==> config.mk <==
export PLATFORM = sky130hd
export DESIGN_NAME = pei_top
export DESIGN_NICKNAME = d
export VERILOG_FILES = /design/src/pei_pkg.sv /design/src/pei_pin_if.sv /design/src/pei_sticky_flag.sv /design/src/pei_pin_drive.sv /design/src/pei_top.sv
export SDC_FILE = /design/constraint.sdc
export NUM_CORES = 1
export LEC_CHECK = 0
export ABC_AREA = 1
export BUFFER_PORTS_ARGS = -buffer_cell sky130_fd_sc_hd__buf_2
export CAP_MARGIN = 5
export CORE_ASPECT_RATIO = 0.8
export CORE_MARGIN = 5
export CORE_UTILIZATION = 56
export DETAILED_ROUTE_END_ITERATION = 6
export PLACE_DENSITY = 0.88
export SLEW_MARGIN = 20
export SYNTH_ARGS = -nofsm -noshare
export SYNTH_HDL_FRONTEND = slang
export SYNTH_SLANG_ARGS = --single-unit
export TNS_END_PERCENT = 30
==> constraint.sdc <==
create_clock -name clk_in -period 6.08 [get_ports clk_in]
set_clock_uncertainty 0.2 [all_clocks]
set_input_delay 0.608 -clock clk_in [delete_from_list [all_inputs] [get_ports clk_in]]
set_output_delay 0.608 -clock clk_in [all_outputs]
set_load 0.02 [all_outputs]
==> src/pei_pkg.sv <==
// Constants shared by the event interrupt logic: offsets, fields, reset values.
package pei_pkg;
	// ***************************************************************
	// Bus geometry
	// ***************************************************************
	localparam int ADDR_W = 5;
	localparam int DATA_W = 16;
	localparam int NUM_EVT = 6;

	// ***************************************************************
	// Register offsets
	// ***************************************************************
	localparam logic [ADDR_W-1:0] ADDR_PHY_CTRL = 5'h11;
	localparam logic [ADDR_W-1:0] ADDR_EVT_STAT = 5'h12;
	localparam logic [ADDR_W-1:0] ADDR_SYS_STAT = 5'h18;
	localparam logic [ADDR_W-1:0] ADDR_SYS_MASK = 5'h19;

	// ***************************************************************
	// Control register fields
	// ***************************************************************
	localparam int CTRL_FD_COL = 4;
	localparam int CTRL_LEVEL_SEL = 3;
	localparam int CTRL_TEST = 2;
	localparam int CTRL_INT_EN = 1;
	localparam int CTRL_OUT_EN = 0;
	localparam logic [DATA_W-1:0] CTRL_RESET = 16'h0108;
	localparam logic [DATA_W-1:0] CTRL_WR_MASK = 16'hFB1F;

	// ***************************************************************
	// Event status register layout
	// ***************************************************************
	localparam int STAT_FLAG_LSB = 8;
	localparam int STAT_EN_LSB = 0;
	localparam logic [NUM_EVT-1:0] EVT_EN_RESET = 6'h00;
	// Event index inside the six-bit groups
	localparam int EVT_LINK = 5;
	localparam int EVT_SPEED = 4;
	localparam int EVT_DUPLEX = 3;
	localparam int EVT_AN_DONE = 2;
	localparam int EVT_FC_HALF = 1;
	localparam int EVT_RE_HALF = 0;

	// ***************************************************************
	// Counter half-full thresholds
	// ***************************************************************
	localparam int FC_CNT_W = 8;
	localparam int RE_CNT_W = 16;
	localparam logic [FC_CNT_W-1:0] FC_HALF_LIMIT = 8'h7F;
	localparam logic [RE_CNT_W-1:0] RE_HALF_LIMIT = 16'h7FFF;
endpackage

==> src/pei_pin_if.sv <==
// Interface between the control core and the shared pin driver.
`timescale 1ns/1ns
interface pei_pin_if;
	logic irq_active;
	logic level_select;
	logic output_enable;
	logic pin_level;
	logic pin_drive;
	logic pin_en;
	logic powerdown;

	modport core (
		output irq_active,
		output level_select,
		output output_enable,
		output pin_level,
		input pin_drive,
		input pin_en,
		input powerdown
	);
	modport drv (
		input irq_active,
		input level_select,
		input output_enable,
		input pin_level,
		output pin_drive,
		output pin_en,
		output powerdown
	);
endinterface

==> src/pei_sticky_flag.sv <==
// One pending-event flag: set by an event, cleared by its owner.
`timescale 1ns/1ns
module pei_sticky_flag (
	input wire logic clk_in,
	input wire logic rst_n_in,
	input wire logic set_in,
	input wire logic clr_in,
	output logic flag_out
);
	// Set beats clear so an event landing on the clearing cycle survives
	always_ff @(posedge clk_in or negedge rst_n_in) begin
		if (!rst_n_in) begin
			flag_out <= 1'b0;
		end else if (set_in) begin
			flag_out <= 1'b1;
		end else if (clr_in) begin
			flag_out <= 1'b0;
		end
	end
endmodule

==> src/pei_pin_drive.sv <==
// Shared interrupt / power-down pin: polarity, enable and input sense.
`timescale 1ns/1ns
module pei_pin_drive (
	input wire logic clk_in,
	input wire logic rst_n_in,
	pei_pin_if.drv pin
);
	// Drive level: asserted state is the inverse of the idle level
	always_ff @(posedge clk_in or negedge rst_n_in) begin
		if (!rst_n_in) begin
			pin.pin_drive <= 1'b1;
			pin.pin_en <= 1'b0;
		end else begin
			pin.pin_en <= pin.output_enable;
			if (pin.output_enable) begin
				pin.pin_drive <= pin.irq_active ^ pin.level_select;
			end else begin
				pin.pin_drive <= pin.level_select;
			end
		end
	end

	// Power-down sense, active low on the pin, only while output enable is off
	always_ff @(posedge clk_in or negedge rst_n_in) begin
		if (!rst_n_in) begin
			pin.powerdown <= 1'b0;
		end else begin
			pin.powerdown <= !pin.output_enable && !pin.pin_level;
		end
	end
endmodule

==> src/pei_top.sv <==
// Event interrupt logic: status flags, enables, control bits and pin.
//
// The plain strobed port was chosen for this implementation.
`timescale 1ns/1ns
module pei_top (
	input wire logic clk_in,
	input wire logic rst_n_in,
	input wire logic [pei_pkg::ADDR_W-1:0] reg_addr_in,
	input wire logic [pei_pkg::DATA_W-1:0] reg_wdata_in,
	input wire logic reg_wr_in,
	input wire logic reg_rd_in,
	output logic [pei_pkg::DATA_W-1:0] reg_rdata_out,
	input wire logic link_status_in,
	input wire logic speed_status_in,
	input wire logic duplex_status_in,
	input wire logic an_complete_in,
	input wire logic [pei_pkg::FC_CNT_W-1:0] false_carrier_counter_in,
	input wire logic [pei_pkg::RE_CNT_W-1:0] rx_symbol_error_counter_in,
	input wire logic collision_raw_in,
	output logic collision_out,
	input wire logic irq_or_powerdown_pin_in,
	output logic irq_or_powerdown_pin_out,
	output logic irq_or_powerdown_pin_oe_out,
	output logic powerdown_out,
	output logic sys_irq_out
);
	import pei_pkg::*;

	// ***************************************************************
	// Reset release
	// ***************************************************************

	logic rst_meta_q;
	logic rst_sync_q;

	// Assert at once, release only after two clean edges; a release that
	// lands near an edge then cannot split the core across two cycles
	always_ff @(posedge clk_in or negedge rst_n_in) begin
		if (!rst_n_in) begin
			rst_meta_q <= 1'b0;
			rst_sync_q <= 1'b0;
		end else begin
			rst_meta_q <= 1'b1;
			rst_sync_q <= rst_meta_q;
		end
	end

	// ***************************************************************
	// Register decode
	// ***************************************************************

	logic wr_ctrl;
	logic wr_stat;
	logic wr_sys_stat;
	logic wr_sys_mask;
	logic rd_stat;

	// One-hot strobes per register
	assign wr_ctrl = reg_wr_in && (reg_addr_in == ADDR_PHY_CTRL);
	assign wr_stat = reg_wr_in && (reg_addr_in == ADDR_EVT_STAT);
	assign wr_sys_stat = reg_wr_in && (reg_addr_in == ADDR_SYS_STAT);
	assign wr_sys_mask = reg_wr_in && (reg_addr_in == ADDR_SYS_MASK);
	assign rd_stat = reg_rd_in && (reg_addr_in == ADDR_EVT_STAT);

	// ***************************************************************
	// Control register
	// ***************************************************************

	logic [DATA_W-1:0] ctrl_q;
	logic [DATA_W-1:0] ctrl_d;
	logic fd_col_en;
	logic level_sel;
	logic test_irq;
	logic int_en;
	logic out_en;

	// Only the writable fields take the new value; reserved stay zero,
	// so a read never shows a reserved bit that software once wrote
	assign ctrl_d = (ctrl_q & ~CTRL_WR_MASK) | (reg_wdata_in & CTRL_WR_MASK);

	// Control fields, level select comes out of reset set
	always_ff @(posedge clk_in or negedge rst_sync_q) begin
		if (!rst_sync_q) begin
			ctrl_q <= CTRL_RESET;
		end else if (wr_ctrl) begin
			ctrl_q <= ctrl_d;
		end
	end

	// Field aliases so the logic below reads by meaning
	assign fd_col_en = ctrl_q[CTRL_FD_COL];
	assign level_sel = ctrl_q[CTRL_LEVEL_SEL];
	assign test_irq = ctrl_q[CTRL_TEST];
	assign int_en = ctrl_q[CTRL_INT_EN];
	assign out_en = ctrl_q[CTRL_OUT_EN];

	// ***************************************************************
	// Collision qualifier
	// ***************************************************************

	// Full duplex hides collision unless software asks for it
	// Registered so a duplex change cannot glitch the qualified output
	always_ff @(posedge clk_in or negedge rst_sync_q) begin
		if (!rst_sync_q) begin
			collision_out <= 1'b0;
		end else begin
			collision_out <= collision_raw_in && (fd_col_en || !duplex_status_in);
		end
	end

	// ***************************************************************
	// Event detection
	// ***************************************************************

	logic primed_q;
	logic link_prev_q;
	logic speed_prev_q;
	logic duplex_prev_q;
	logic an_prev_q;
	logic fc_over_q;
	logic re_over_q;
	logic fc_over;
	logic re_over;
	logic [NUM_EVT-1:0] evt_pulse;

	// Half-full means strictly above the midpoint
	assign fc_over = false_carrier_counter_in > FC_HALF_LIMIT;
	assign re_over = rx_symbol_error_counter_in > RE_HALF_LIMIT;

	// Previous samples; the first sample after reset only primes them,
	// so a link already up at reset does not look like a change
	always_ff @(posedge clk_in or negedge rst_sync_q) begin
		if (!rst_sync_q) begin
			primed_q <= 1'b0;
			link_prev_q <= 1'b0;
			speed_prev_q <= 1'b0;
			duplex_prev_q <= 1'b0;
			an_prev_q <= 1'b0;
			fc_over_q <= 1'b0;
			re_over_q <= 1'b0;
		end else begin
			primed_q <= 1'b1;
			link_prev_q <= link_status_in;
			speed_prev_q <= speed_status_in;
			duplex_prev_q <= duplex_status_in;
			an_prev_q <= an_complete_in;
			fc_over_q <= fc_over;
			re_over_q <= re_over;
		end
	end

	// Changes for status levels, rising edges for completion and limits;
	// every detector waits for the priming edge, so a level that is
	// already high when reset lifts is not taken for a fresh event
	assign evt_pulse[EVT_LINK] = primed_q && (link_status_in != link_prev_q);
	assign evt_pulse[EVT_SPEED] = primed_q && (speed_status_in != speed_prev_q);
	assign evt_pulse[EVT_DUPLEX] = primed_q && (duplex_status_in != duplex_prev_q);
	assign evt_pulse[EVT_AN_DONE] = primed_q && an_complete_in && !an_prev_q;
	assign evt_pulse[EVT_FC_HALF] = primed_q && fc_over && !fc_over_q;
	assign evt_pulse[EVT_RE_HALF] = primed_q && re_over && !re_over_q;

	// ***************************************************************
	// Event flags and enables
	// ***************************************************************

	logic [NUM_EVT-1:0] evt_flag;
	logic [NUM_EVT-1:0] evt_en_q;
	logic [NUM_EVT-1:0] sys_flag;
	logic [NUM_EVT-1:0] sys_mask_q;
	logic [NUM_EVT-1:0] sys_clr;

	// Write-one-to-clear strobes for the system copy; zeros leave a flag
	assign sys_clr = wr_sys_stat ? reg_wdata_in[NUM_EVT-1:0] : '0;

	// Flags set whatever the enables say; a status read clears them,
	// but an event on the clearing edge wins and shows at the next read
	for (genvar i = 0; i < NUM_EVT; i++) begin : g_flag
		pei_sticky_flag u_evt_flag (
			.clk_in(clk_in),
			.rst_n_in(rst_sync_q),
			.set_in(evt_pulse[i]),
			.clr_in(rd_stat),
			.flag_out(evt_flag[i])
		);
		// System copy of the same events, write one to clear
		pei_sticky_flag u_sys_flag (
			.clk_in(clk_in),
			.rst_n_in(rst_sync_q),
			.set_in(evt_pulse[i]),
			.clr_in(sys_clr[i]),
			.flag_out(sys_flag[i])
		);
	end

	// Per-event enables; writes to the flag half are ignored
	always_ff @(posedge clk_in or negedge rst_sync_q) begin
		if (!rst_sync_q) begin
			evt_en_q <= EVT_EN_RESET;
		end else if (wr_stat) begin
			evt_en_q <= reg_wdata_in[STAT_EN_LSB +: NUM_EVT];
		end
	end

	// System interrupt mask, one bit per event
	always_ff @(posedge clk_in or negedge rst_sync_q) begin
		if (!rst_sync_q) begin
			sys_mask_q <= EVT_EN_RESET;
		end else if (wr_sys_mask) begin
			sys_mask_q <= reg_wdata_in[NUM_EVT-1:0];
		end
	end

	// ***************************************************************
	// Pending terms
	// ***************************************************************

	logic [NUM_EVT-1:0] evt_pending;
	logic [NUM_EVT-1:0] sys_pending;

	// Flags that software has chosen to hear about on the pin
	assign evt_pending = evt_flag & evt_en_q;
	// Flags that reach the system interrupt line
	assign sys_pending = sys_flag & sys_mask_q;

	// System interrupt level, held while any unmasked flag is pending
	always_ff @(posedge clk_in or negedge rst_sync_q) begin
		if (!rst_sync_q) begin
			sys_irq_out <= 1'b0;
		end else begin
			sys_irq_out <= |sys_pending;
		end
	end

	// ***************************************************************
	// Interrupt condition and pin
	// ***************************************************************

	logic irq_event;
	logic irq_active;

	// Events need their own enable plus the global gate
	assign irq_event = int_en && |evt_pending;
	// Test bit bypasses every event term as long as it is held; the term
	// runs even with the pin disabled, so it shows once the enable is set
	assign irq_active = test_irq || irq_event;

	pei_pin_if pin_bus ();

	// Core side of the pin carrier
	assign pin_bus.irq_active = irq_active;
	assign pin_bus.level_select = level_sel;
	assign pin_bus.output_enable = out_en;
	assign pin_bus.pin_level = irq_or_powerdown_pin_in;

	// Pin driver registers level, enable and power-down sense. Limitation:
	// for one cycle after output enable drops the pin may still carry our
	// own low level, which the sense takes as a power-down request
	pei_pin_drive u_pin (
		.clk_in(clk_in),
		.rst_n_in(rst_sync_q),
		.pin(pin_bus.drv)
	);

	// Pin outputs come straight from the driver's flip-flops
	assign irq_or_powerdown_pin_out = pin_bus.pin_drive;
	assign irq_or_powerdown_pin_oe_out = pin_bus.pin_en;
	assign powerdown_out = pin_bus.powerdown;

	// ***************************************************************
	// Read data
	// ***************************************************************

	logic [DATA_W-1:0] rdata_d;
	logic [DATA_W-1:0] stat_word;
	logic [DATA_W-1:0] sys_stat_word;
	logic [DATA_W-1:0] sys_mask_word;

	// Status word: flags above enables, reserved fields tied low
	always_comb begin
		stat_word = '0;
		stat_word[STAT_FLAG_LSB +: NUM_EVT] = evt_flag;
		stat_word[STAT_EN_LSB +: NUM_EVT] = evt_en_q;
	end

	// System words keep the event order in their low bits
	always_comb begin
		sys_stat_word = '0;
		sys_mask_word = '0;
		sys_stat_word[NUM_EVT-1:0] = sys_flag;
		sys_mask_word[NUM_EVT-1:0] = sys_mask_q;
	end

	// Unmapped offsets read zero
	always_comb begin
		rdata_d = '0;
		unique case (reg_addr_in)
			ADDR_PHY_CTRL: begin
				rdata_d = ctrl_q;
			end
			ADDR_EVT_STAT: begin
				rdata_d = stat_word;
			end
			ADDR_SYS_STAT: begin
				rdata_d = sys_stat_word;
			end
			ADDR_SYS_MASK: begin
				rdata_d = sys_mask_word;
			end
			default: begin
				rdata_d = '0;
			end
		endcase
	end

	// Data stands only in the cycle after the read strobe
	// and is zero otherwise, so a stray sample never shows stale status
	always_ff @(posedge clk_in or negedge rst_sync_q) begin
		if (!rst_sync_q) begin
			reg_rdata_out <= '0;
		end else if (reg_rd_in) begin
			reg_rdata_out <= rdata_d;
		end else begin
			reg_rdata_out <= '0;
		end
	end
endmodule

Word-level counts from Yosys, hierarchy flattened
Cells that the tools add are included.
- register bits after elaboration: 70
- bits in latches: 0
- memory bits (writable): 0
- memory bits (read-only): 0
- bits of input ports: 55
- output and inout bits: 21
- memories kept: 0
- add/subtract/negate cells: 0
- $mul: 0
- div/mod/pow operators: 0
- $lt $le $gt $ge: 2
- eq/ne operators: 7
- shift operators: 0
- mux-type cells: 23
- bitwise gates (word level): 4
- reductions and logical operators: 39
- operators by type and width (kind ; number):
    case mux 16 bit (4 select lines) ; 1
    nonzero test 2 bit ; 12
    == test 5 bit, second input constant ; 4
    two-way mux 1 bit ; 20
    logical AND 1 bit ; 17
    greater-than comparator 16 x 15 -> 1 bit, second input constant ; 1
    two-way mux 16 bit ; 1
    bitwise OR 11 x 16 -> 16 bit ; 1
    bitwise AND 6 bit ; 2
    OR reduction 6 bit ; 2
    greater-than comparator 8 x 7 -> 1 bit, second input constant ; 1
    zero test 1 bit ; 6
    two-way mux 6 bit ; 1
    inequality test 1 bit ; 3
    logical OR 1 bit ; 2
    bitwise XOR 1 bit ; 1

Logic depth before layout (Yosys ltp)
- word-level depth: 6
- gate-level depth with buffers: 10
- gate-level depth less buffers: 9

Modules after synthesis
From an unflattened synthesis, not the netlist that was laid out.
- cells, all modules: 328
- area total of the unflattened synthesis: 2864.0 µm²
- modules (own cells, without submodules) (module ; instances ; cells each ; area an instance (µm²) ; sequential area each (µm²)):
    pei_top ; 1 ; 258 ; 2279.7 ; 1253.7
    pei_sticky_flag ; 12 ; 5 ; 40.0 ; 25.0
    pei_pin_drive ; 1 ; 10 ; 103.8 ; 76.3

Least setup slack after synthesis
No wires, ideal clock.
- kind: in2reg
- start point: input port reg_addr_in[2] (netlist bit)
- end point: register sys_mask_q[3]
- arrival time: 1.392 ns
- required time: 5.760 ns
- setup slack: 4.367 ns
- cell stages on the path: 7
- path buffers: 1
- cells stage by stage: inv_1 -> nand2_1 -> nor3_4 -> nand2_2 -> buf_6 -> nand2_1 -> o21ai_2
- word-level cells in the longest chain between the ends: 2
- RTL lines (element ; RTL line ; RTL):
    from (decl) ; pei_top.sv:8 ; input wire logic [pei_pkg::ADDR_W-1:0] reg_addr_in,
    == test 5 bit ; pei_top.sv:62 ; assign wr_sys_mask = reg_wr_in && (reg_addr_in == ADDR_SYS_MASK);
    logical AND 1 bit ; pei_top.sv:62 ;
    to (signal assigned) ; pei_top.sv:209 ; sys_mask_q <= reg_wdata_in[NUM_EVT-1:0];
    to (decl) ; pei_top.sv:169 ; logic [NUM_EVT-1:0] sys_mask_q;
No other way between the ends.
A chain may end at the register's enable or synchronous reset.

Final worst setup path
- start point: input port reg_addr_in[4] (netlist bit)
- end point: register evt_en_q[2]
- word-level cells in the longest chain between the ends: 2
- RTL lines (element ; RTL line ; RTL):
    == test 5 bit ; pei_top.sv:60 ; assign wr_stat = reg_wr_in && (reg_addr_in == ADDR_EVT_STAT);
    logical AND 1 bit ; pei_top.sv:60 ;
    to (signal assigned) ; pei_top.sv:200 ; evt_en_q <= reg_wdata_in[STAT_EN_LSB +: NUM_EVT];
    to (decl) ; pei_top.sv:167 ; logic [NUM_EVT-1:0] evt_en_q;
No other way between the ends.

==> metrics.md <==
| Metric | Value |
|---|---|
| Status | complete, no violations |
| Worst Setup SP | reg_addr_in[4] |
| Min Hold Slack | between 0.15 and 0.2 ns |
| PD cells | 296 nW/um^2 |
| EDFF count, synth | 0 |
| CTS tree | yes |
| Nets | 409 |
| First DRT Iteration DRCs | ~220 |
| Pwr Total | approximately 950 uW |
| Global Route Usage Sum | 19.4% |
| Setup Viol. Count Final | 0 |
| FFs w/ async S/R, synth | 100% |
| Reg2Reg Depth | 9 |
| Yosys cell types | 30 |
| Startpoint types | input pin |
| Fill cells | 384 |
| CP peak stage delay | 0.47 ns |
| Slew of the pin with the lowest slew margin | 0.750 ns |
| Std cell rows | 22 |
| Area grow syn2layout | 16.1% |
| CP max-delay cell | nand2_1 |
| Vias in the first global route | about 2.0k |
| Fin. max-slew vios | 0 |
| Main synth FF type | dfrtp_1 |
| CTS clk-pin slew, worst paths | 0.07 ns |
| RSZ-0062 raised after global routing | false |
| Vias | roughly 2.1k |
| Initial antenna violation count | 0 |
| Gpl congestion | 0.903 |
| I/O pin total | 76 |
| CTS Sinks | 65 |
| Share of cells above drive strength 1 | 27.9% |
| Crit path top cell by count | nand2_1 |
| DR DRC count | 0 |
| Min-Delay Path Class | flip-flop to flip-flop |
| H-tree levels | 3 |
| Largest net degree at the start of global routing | 64 |
| Mapped Area | roughly 2800 sq um |
| WP data required | about 6.1 ns |
| Area of the multi-input gates | ~970 sq um |
| Placed cell area | 3040 sq um |
| Most frequent cells in the layout | nand2_1, dfrtp_1, buf_2 |
| Crit path DAT | between 2 and 2.5 ns |
| Drt first pass iters | 4 |
| Routed len/inst | 13.1 um |
| Die H | 73.0 um |
| Clk_lat worst skew | 0.34 ns |
| Post-CTS Resized | 0 |
| Register Area | 1630 sq um |
| Fin area | 3220 sq um |
| Post-CTS Setup Repair Bufs | 0 |
| Crit. End Element | flip-flop |
| GRT Residual Overflow | 0 |
| Ys Warns | 0 |
| FF-to-FF setup slack | ~4.8 ns |
| Critical path depth in cells | 8 |
| Aggregate negative setup slack | 0 ns |
| Hold Vio Cnt, Final | 0 |
| Fin crit period | 2.14 ns |
| Worst vdd ir | 0.269 mV |
| CP max FO | 12 |
| Rel. slew slack | 50.0% |
| Antenna diode count | 0 |
| Initial Utilization | 59.0% |
| Longest Clk Path Bufs | 2 |
| Routed wire length | around 5.5 mm |
| Final period util | 35.3% |
| Worst R2R Start | g_flag[4].u_evt_flag.flag_out |
| Top delay family on crit path | simple AND/OR/NAND/NOR gates |
| Post-DP HPWL | slightly above 4 mm |
| Crit Path Category | input pin to flip-flop |
| Antenna viol nets, final | 0 |
| Max_cap viols | 0 |
| Worst path cell trace | buf_2, inv_4, nor2_4, nand2_1, nor2_2, nand2_1, nand2_1, o21ai_2 |
| Leakage | approximately 0.0017 uW |
| Leading cell type in the layout, fill and taps excluded | nand2_1 |
| Input/output buffers | 50 |
| Root Buffer | clkbuf_8 |
| Worst setup path endpoint | evt_en_q[2] |
| Total CTS buffers | 9 |
| First-pass GRT wire length | 9.36 mm |
| Die ar. | 6480 sq um |
| Post-synthesis cell count | 300 |
| Die X | 88.7 um |
| Avg Inst Size Synth | ~9.3 sq um |
| F_max | between 400 and 500 MHz |
| Core area | 4710 sq um |
| FF-to-FF End | u_pin.pin.pin_drive |
| Register area share after synthesis | 58.7% |
| #FFs+latches synth | 65 |
| WP buf/inv | 2 |
| DR vias/cell | slightly below 5 |
synthesized netlist by cell type (2+ instances only):
master | instances | area [sq um]
inv_1 | 23 | 86.3
nor2_1 | 19 | 71.3
xor2_1 | 3 | 26.3
nand2_1 | 116 | 435
clkbuf_1 | 2 | 7.51
o21ai_0 | 6 | 30.0
inv_4 | 2 | 12.5
a21oi_2 | 2 | 17.5
dfstp_2 | 3 | 78.8
nand3_1 | 9 | 45.0
nor2_4 | 2 | 22.5
nand3_2 | 2 | 20.0
a21oi_1 | 4 | 20.0
o21ai_2 | 16 | 140
nand4_1 | 5 | 31.3
dfrtp_1 | 62 | 1550
buf_6 | 3 | 33.8
nand3b_1 | 3 | 22.5
conb_1 | 2 | 7.51
buf_4 | 4 | 30.0
nor2_2 | 3 | 18.8
registers in the layout (all words and copies together), names as in the netlist:
register,cells
primed_q,1
rst_sync_q,1
u_pin.pin.pin_drive,1
g_flag.u_evt_flag.flag_out,6
re_over_q,1
collision_out,1
an_prev_q,1
rst_meta_q,1
ctrl_q,12
speed_prev_q,1
u_pin.pin.powerdown,1
fc_over_q,1
sys_irq_out,1
duplex_prev_q,1
link_prev_q,1
reg_rdata_out,15
evt_en_q,6
u_pin.pin.pin_en,1
g_flag.u_sys_flag.flag_out,6
sys_mask_q,6
routing by layer:
metal	GRT usage [%]	wire length, um
met1	26.5	2380
met2	27.8	2500
met3	8.35	544
met4	6.21	65
met5	0	0
final cells by class:
| type | count | share of cell area (%) |
|---|---|---|
| clock buffer | 13 | 4.93 |
| clock inverter | 3 | 0.543 |
| inverter | 27 | 3.30 |
| multi-input combinational | 199 | 30.0 |
| sequential | 65 | 50.6 |
| tap | 60 | 2.33 |
| timing repair buffer | 52 | 8.30 |
worst reg2reg max path: stages (launching register included):
cell     delay, ns
dfrtp_1       0.43
nand2_1       0.08
nand2_1       0.06
nor2_1        0.10
nand2_1       0.05
nand2_1       0.05
nand2_1       0.08
nand2_1       0.07
nand2_1       0.05
nand2_1       0.05
cells by family (layout without fill, tap and decap cells):
logic type	count (synthesis)	count (layout)	share of synthesized area, %
compound gates	30	30	8.07
xor+xnor	3	3	0.947
buf+inv	37	95	6.58
flops	65	65	58.7
other cells	2	3	0.270
simple gates	163	163	25.4
worst min path at each step:
stage            endpoint      startpoint  slack (ns)  cells after the start
5_1_grt         an_prev_q  an_complete_in        0.16                      1
4_1_cts        rst_sync_q      rst_meta_q        0.16                      0
3_5_place_dp   rst_sync_q      rst_meta_q        0.14                      0
6_report       rst_sync_q      rst_meta_q        0.16                      0
2_1_floorplan  rst_meta_q        rst_n_in        0.11                      0
3_3_place_gp   rst_sync_q      rst_meta_q        0.14                      0
power by group:
group	internal, uW	switching, uW
Sequential	481	29.5
Combinational	47.0	77.0
Clock	169	151
metrics by stage:
stage	util (%)	worst slack, ns	instances
floorplan	-	3.94	301
global placement	64.5	3.62	402
detailed placement	64.5	3.63	402
CTS	68.5	3.97	419
global route	68.5	3.83	419
finish	68.5	3.94	419
repair_timing:
item                       in CTS  in global routing
setup endpoints to repair       0                  0
hold buffers                    1                  0
hold endpoints to repair        2                  0
No activity file was read; power rests on OpenSTA's default activity.
